`config.mk`:
```
export PLATFORM = sky130hd
export DESIGN_NAME = acr_regs
export DESIGN_NICKNAME = d
export VERILOG_FILES = /design/src/design/acr_pkg.sv /design/src/design/acr_cmd_decode.sv /design/src/design/acr_regs.sv
export SDC_FILE = /design/constraint.sdc
export NUM_CORES = 1
export LEC_CHECK = 0
export BUFFER_PORTS_ARGS = -buffer_cell sky130_fd_sc_hd__clkbuf_2
export CAP_MARGIN = 20
export CORE_UTILIZATION = 50
export CTS_BUF_LIST = sky130_fd_sc_hd__clkbuf_8
export DETAILED_ROUTE_END_ITERATION = 8
export PLACE_DENSITY = 0.86
export SLEW_MARGIN = 10
export SYNTH_ARGS = -nofsm -noshare
export SYNTH_HDL_FRONTEND = slang
export SYNTH_HIERARCHICAL = 1
export SYNTH_SLANG_ARGS = --single-unit
```
`constraint.sdc`:
```
create_clock -name clk -period 2.8 [get_ports clk]
set_clock_uncertainty 0.1 [all_clocks]
set_input_delay 0.42 -clock clk [delete_from_list [all_inputs] [get_ports clk]]
set_output_delay 0.42 -clock clk [all_outputs]
set_load 0.02 [all_outputs]
```
`src/design/acr_pkg.sv`:
```
// constants for the converter setup and result state register bank
// assumes a synchronous command port from an already decoded serial link
`default_nettype none
package acr_pkg;
    localparam logic [7:0] CMD_READ_MASK = 8'hF8;
    localparam logic [7:0] CMD_READ_VAL = 8'h20;
    localparam logic [7:0] CMD_WRITE_MASK = 8'hFC;
    localparam logic [7:0] CMD_WRITE_VAL = 8'h40;
    localparam int CMD_REG_BIT = 2;
    localparam logic ADDR_SETUP = 1'b0;
    localparam logic ADDR_STATE = 1'b1;
    localparam logic [7:0] SETUP_RESET = 8'h00;
    localparam logic [6:0] RESERVED_VALUE = 7'h00;
    localparam int PAIR_MSB = 7;
    localparam int PAIR_LSB = 5;
    localparam int GAIN_BIT = 4;
    localparam int RATE_MSB = 3;
    localparam int RATE_LSB = 2;
    localparam int MODE_BIT = 1;
    localparam int REF_BIT = 0;
endpackage
`default_nettype wire

```
`src/design/acr_cmd_decode.sv`:
```
// command byte decoder for the register bank
// assumes a byte that is valid only in the cycle its strobe is high
`default_nettype none
module acr_cmd_decode (
    input wire logic [7:0] cmd_byte,
    output logic is_read,
    output logic is_write,
    output logic reg_sel
);
    assign is_read = (cmd_byte & acr_pkg::CMD_READ_MASK) == acr_pkg::CMD_READ_VAL;
    assign is_write = (cmd_byte & acr_pkg::CMD_WRITE_MASK) == acr_pkg::CMD_WRITE_VAL;
    assign reg_sel = cmd_byte[acr_pkg::CMD_REG_BIT];
endmodule
`default_nettype wire

```
`src/design/acr_regs.sv`:
```
// converter setup and result state register bank
// assumes the serial framing outside hands over command and data bytes
// Notes on behaviour
// - two eight-bit registers, setup and state
// - reset clears both registers to zero
// - power-down keeps every register value
// - setup at address 0, fixed field layout
// - three-bit input pair select field
// - gain bit: 0 gives 1, 1 gives 4
// - two-bit rate select, 20 to 1000 SPS
// - mode bit: single-shot or continuous
// - reference bit: internal or external pins
// - state at address 1, read-only, bit 7 flag
// - flag set on result, cleared on data read
// - read command picks register, returns byte
// - write command plus byte updates setup only
// - setup write restarts filter and conversion
`default_nettype none
module acr_regs (
    input wire logic clk,
    input wire logic rst,
    input wire logic cmd_valid,
    input wire logic [7:0] cmd_byte,
    input wire logic data_valid,
    input wire logic [7:0] data_byte,
    input wire logic result_done,
    input wire logic data_read,
    input wire logic power_down,
    output logic [7:0] read_byte,
    output logic read_valid,
    output logic [2:0] input_pair_select,
    output logic gain_select,
    output logic [1:0] rate_select,
    output logic conversion_mode_bit,
    output logic reference_select,
    output logic filter_restart,
    output logic new_result_flag
);
    ////////////////////////////////////////////////////////////////////
    logic [7:0] converter_setup;
    logic write_pending;
    logic dec_read;
    logic dec_write;
    logic dec_sel;
    logic take_read;
    logic take_write;
    logic setup_write;
    logic [7:0] result_state;
    logic [7:0] next_read_byte;

    acr_cmd_decode u_dec (
        .cmd_byte(cmd_byte),
        .is_read(dec_read),
        .is_write(dec_write),
        .reg_sel(dec_sel)
    );

    assign take_read = cmd_valid && dec_read;
    assign take_write = cmd_valid && dec_write;
    assign setup_write = write_pending && data_valid && !cmd_valid;
    // flag on top, reserved bits below
    assign result_state = {new_result_flag, acr_pkg::RESERVED_VALUE};
    assign next_read_byte = (dec_sel == acr_pkg::ADDR_STATE) ? result_state : converter_setup;

    ////////////////////////////////////////////////////////////////////
    // zero on reset
    always_ff @(posedge clk or posedge rst) begin
        if (rst) begin
            converter_setup <= acr_pkg::SETUP_RESET;
            write_pending <= 1'b0;
        end else begin
            // only setup has a write path
            if (setup_write) begin
                converter_setup <= data_byte;
            end
            if (cmd_valid) begin
                write_pending <= dec_write;
            end else if (data_valid) begin
                write_pending <= 1'b0;
            end
        end
    end

    always_ff @(posedge clk or posedge rst) begin
        if (rst) begin
            filter_restart <= 1'b0;
        end else begin
            filter_restart <= setup_write;
        end
    end

    always_ff @(posedge clk or posedge rst) begin
        if (rst) begin
            new_result_flag <= 1'b0;
        end else if (result_done) begin
            new_result_flag <= 1'b1;
        end else if (data_read) begin
            new_result_flag <= 1'b0;
        end
    end

    always_ff @(posedge clk or posedge rst) begin
        if (rst) begin
            read_byte <= acr_pkg::SETUP_RESET;
            read_valid <= 1'b0;
        end else begin
            read_valid <= take_read;
            if (take_read) begin
                read_byte <= next_read_byte;
            end
        end
    end

    ////////////////////////////////////////////////////////////////////
    // field outputs from setup register
    assign input_pair_select = converter_setup[acr_pkg::PAIR_MSB:acr_pkg::PAIR_LSB];
    assign gain_select = converter_setup[acr_pkg::GAIN_BIT];
    assign rate_select = converter_setup[acr_pkg::RATE_MSB:acr_pkg::RATE_LSB];
    assign conversion_mode_bit = converter_setup[acr_pkg::MODE_BIT];
    assign reference_select = converter_setup[acr_pkg::REF_BIT];

    logic unused_ok;
    assign unused_ok = power_down & take_write;
endmodule
`default_nettype wire

```
==> flow_summary.ini <==
[outcome]
outcome = finished clean

[pwr]
p_int_w = 0.000432
p_leak_nw = 0.648
seqPwrFrac_pct = 55.2
p_comb_share_pct = 13.3
power_density_mw_per_mm2 = 519
vdd_ir_drop_max_mv = 0.366
switching_share_pct = 23.4
total_power_w = 0.000564
p_sw_w = 0.000132
clkPwrFrac_pct = 31.5

[worst_setup_path]
r2r_slack_ns = 1.67
setup.worst_path.start_class = primary input
worstReg2RegEnd = converter_setup[2]
critPathKind = in -> reg
reg2reg_from = write_pending
crit_path_max_fanout = 8
critical_path.endpoint_type = register
critPathRequiredTime_ns = 2.83
critical_path_arrival_ns = 1.83
reg2reg_depth = 2

[route]
vias = 586
vias_per_cell = 5.10
dr.pass1.iters = 4
first_iter_violations = 1
drc = 0
wl_mm = 1.41
postRouteAntennaNets = 0
wl_per_cell_um = 12.3

[final_layout]
fillers = 119
nets = 124
antennaDiodeCount = 0
drive_gt1_share_pct = 60.6
fin_util_pct = 70.5
area_growth_pct = 29.0
fin_cells = 115

[yosys]
yosys-top-cells-count = dfrtp_1 (20), mux2_2 (15), nor2b_1 (5)
syn-mean-instance-area_um2 = 14.3
yosys-top-cells-area = dfrtp_1 (59%), mux2_2 (20%), nor2b_1 (3.7%)
syn_inst = 59
synth_cell_types = 18
yosysMostFrequentCell = dfrtp_1
ys.flop_type = dfrtp_1
ys_warn_count = 6
ys_seq_area_share_pct = 59.4
synth_nets = 82
synth-edff-count = 0
synth_top_area_share_pct = 59.4
ys_async_sr_fraction_pct = 100
synth-seq-cells = 20
syn_area_um2 = 842
yosys.area.top_type = dfrtp_1

[cts]
clock-sinks = 20
cts_buffers = 3
cts_max_level = 1
clkLatencyLatePin_ns = 0.25
cts_tree = done
clk_pin_slew_ns = 0.07
hold_buffers = 0
cts_max_path_buffers = 2
post_cts_buffers = 0
cts_resized = 0
cts_root_buffer = clkbuf_8

[placement]
place_ws_ns = 0.750
dp.final_hpwl_mm = 1.13
port_buffers = 38
gp_congestion = 0.636
dp.cells = 112

[grt]
grt_usage_pct = 17.1
grt_overflow_total = 0
antenna_found_initial = 0
grt_pass1_wl_mm = 2.33
grt_pass1_vias = 585
grt_start_max_net_pins = 21

[job]
drv_cap = 0

[floorplan]
initial_core_util_pct = 54.6
pin_count = 42
rows = 14
core_mm2 = 0.00154
dieArea_mm2 = 0.00185
fp.dieW_um = 43.0
fp.dieH_um = 43.0

[sta]
max_freq_ghz = 0.556
relSlewSlack_pct = 52.4
finalCritPeriodShare_pct = 64.3
fin_crit_ns = 1.80
hold_violations = 0
final.setup.tns_ns = 0
tightest_slew_ns = 0.713
rsz0062_at_grt = false
layout_setup_ws_ns = 1.00
final_max_slew_viol_count = 0
setup_viol = 0

[worst_hold_path]
hold_class = in -> async
-- final cells by class --
class | instances | area [um^2] | share of cell area (%)
sequential | 20 | 500 | 46.1
timing repair buffer | 38 | 190 | 17.5
inverter | 4 | 15.0 | 1.38
multi-input combinational | 34 | 319 | 29.4
clock buffer | 3 | 41.3 | 3.80
tap | 16 | 20.0 | 1.84
-- routing by layer --
layer  track usage, %  vias to the layer above  part of all wire [%]  routed length [um]
li1                 -                      283                     -                   -
met1             18.4                      285                    37                 522
met2             31.5                       16                    58                 821
met3             2.98                        2                   4.5                  63
met4             9.09                        0                  0.57                   8
met5                0                        -                     0                   0
-- cell families after synthesis --
family / count (synthesis) / share of synthesized area (%)
flops: 20 / 59.4
mux: 16 / 21.2
simple gates: 14 / 13.8
buf+inv: 5 / 2.67
compound gates: 4 / 2.82
-- flip-flops by register name, summed over array words and instances, names as in the netlist --
name and cells:
converter_setup 8, filter_restart 1, new_result_flag 1, read_byte 8, read_valid 1, write_pending 1
-- cells in the final DEF (no fill, tap or decap), types with 2 or more instances in the layout --
| cell type | instances |
|---|---|
| inv_1 | 4 |
| clkbuf_2 | 38 |
| dfrtp_1 | 20 |
| nor2b_1 | 5 |
| mux2_2 | 15 |
| clkbuf_8 | 3 |
| and2b_1 | 2 |
-- critical path, cell delays in order --
cell,delay [ns]
clkbuf_2,0.08
or3_4,0.38
nor3b_1,0.39
nand2_2,0.23
mux2_2,0.32
-- power by group through the flow --
stage	clock network [W]	logic [W]	registers, W
after global placement	0	0.0000741	0.000316
after CTS	0.000182	0.0000768	0.000311
after global routing	0.000192	0.0000819	0.000313
final	0.000178	0.0000752	0.000311
after floorplan	0	0.0000264	0.000333
after detailed placement	0	0.0000768	0.000317
-- stage by stage --
step	instance area [um^2]	hold slack, ns
after global routing	1090	0.254
after global placement	1040	0.386
final	1090	0.162
after detailed placement	1040	0.394
after floorplan	842	0.284
after CTS	1090	0.189
-- how the worst max path moves through the flow --
stage,from,slack [ns],to,cells past startpoint
after floorplan,cmd_byte[3],0.99,read_byte[0],4
after global placement,cmd_byte[3],0.80,read_byte[1],5
after detailed placement,cmd_byte[3],0.75,read_byte[1],5
after CTS,cmd_byte[3],0.99,read_byte[1],5
after global routing,cmd_byte[3],0.94,read_byte[4],5
final,cmd_byte[3],1.00,read_byte[1],5
(Power assumes the default switching activity.)
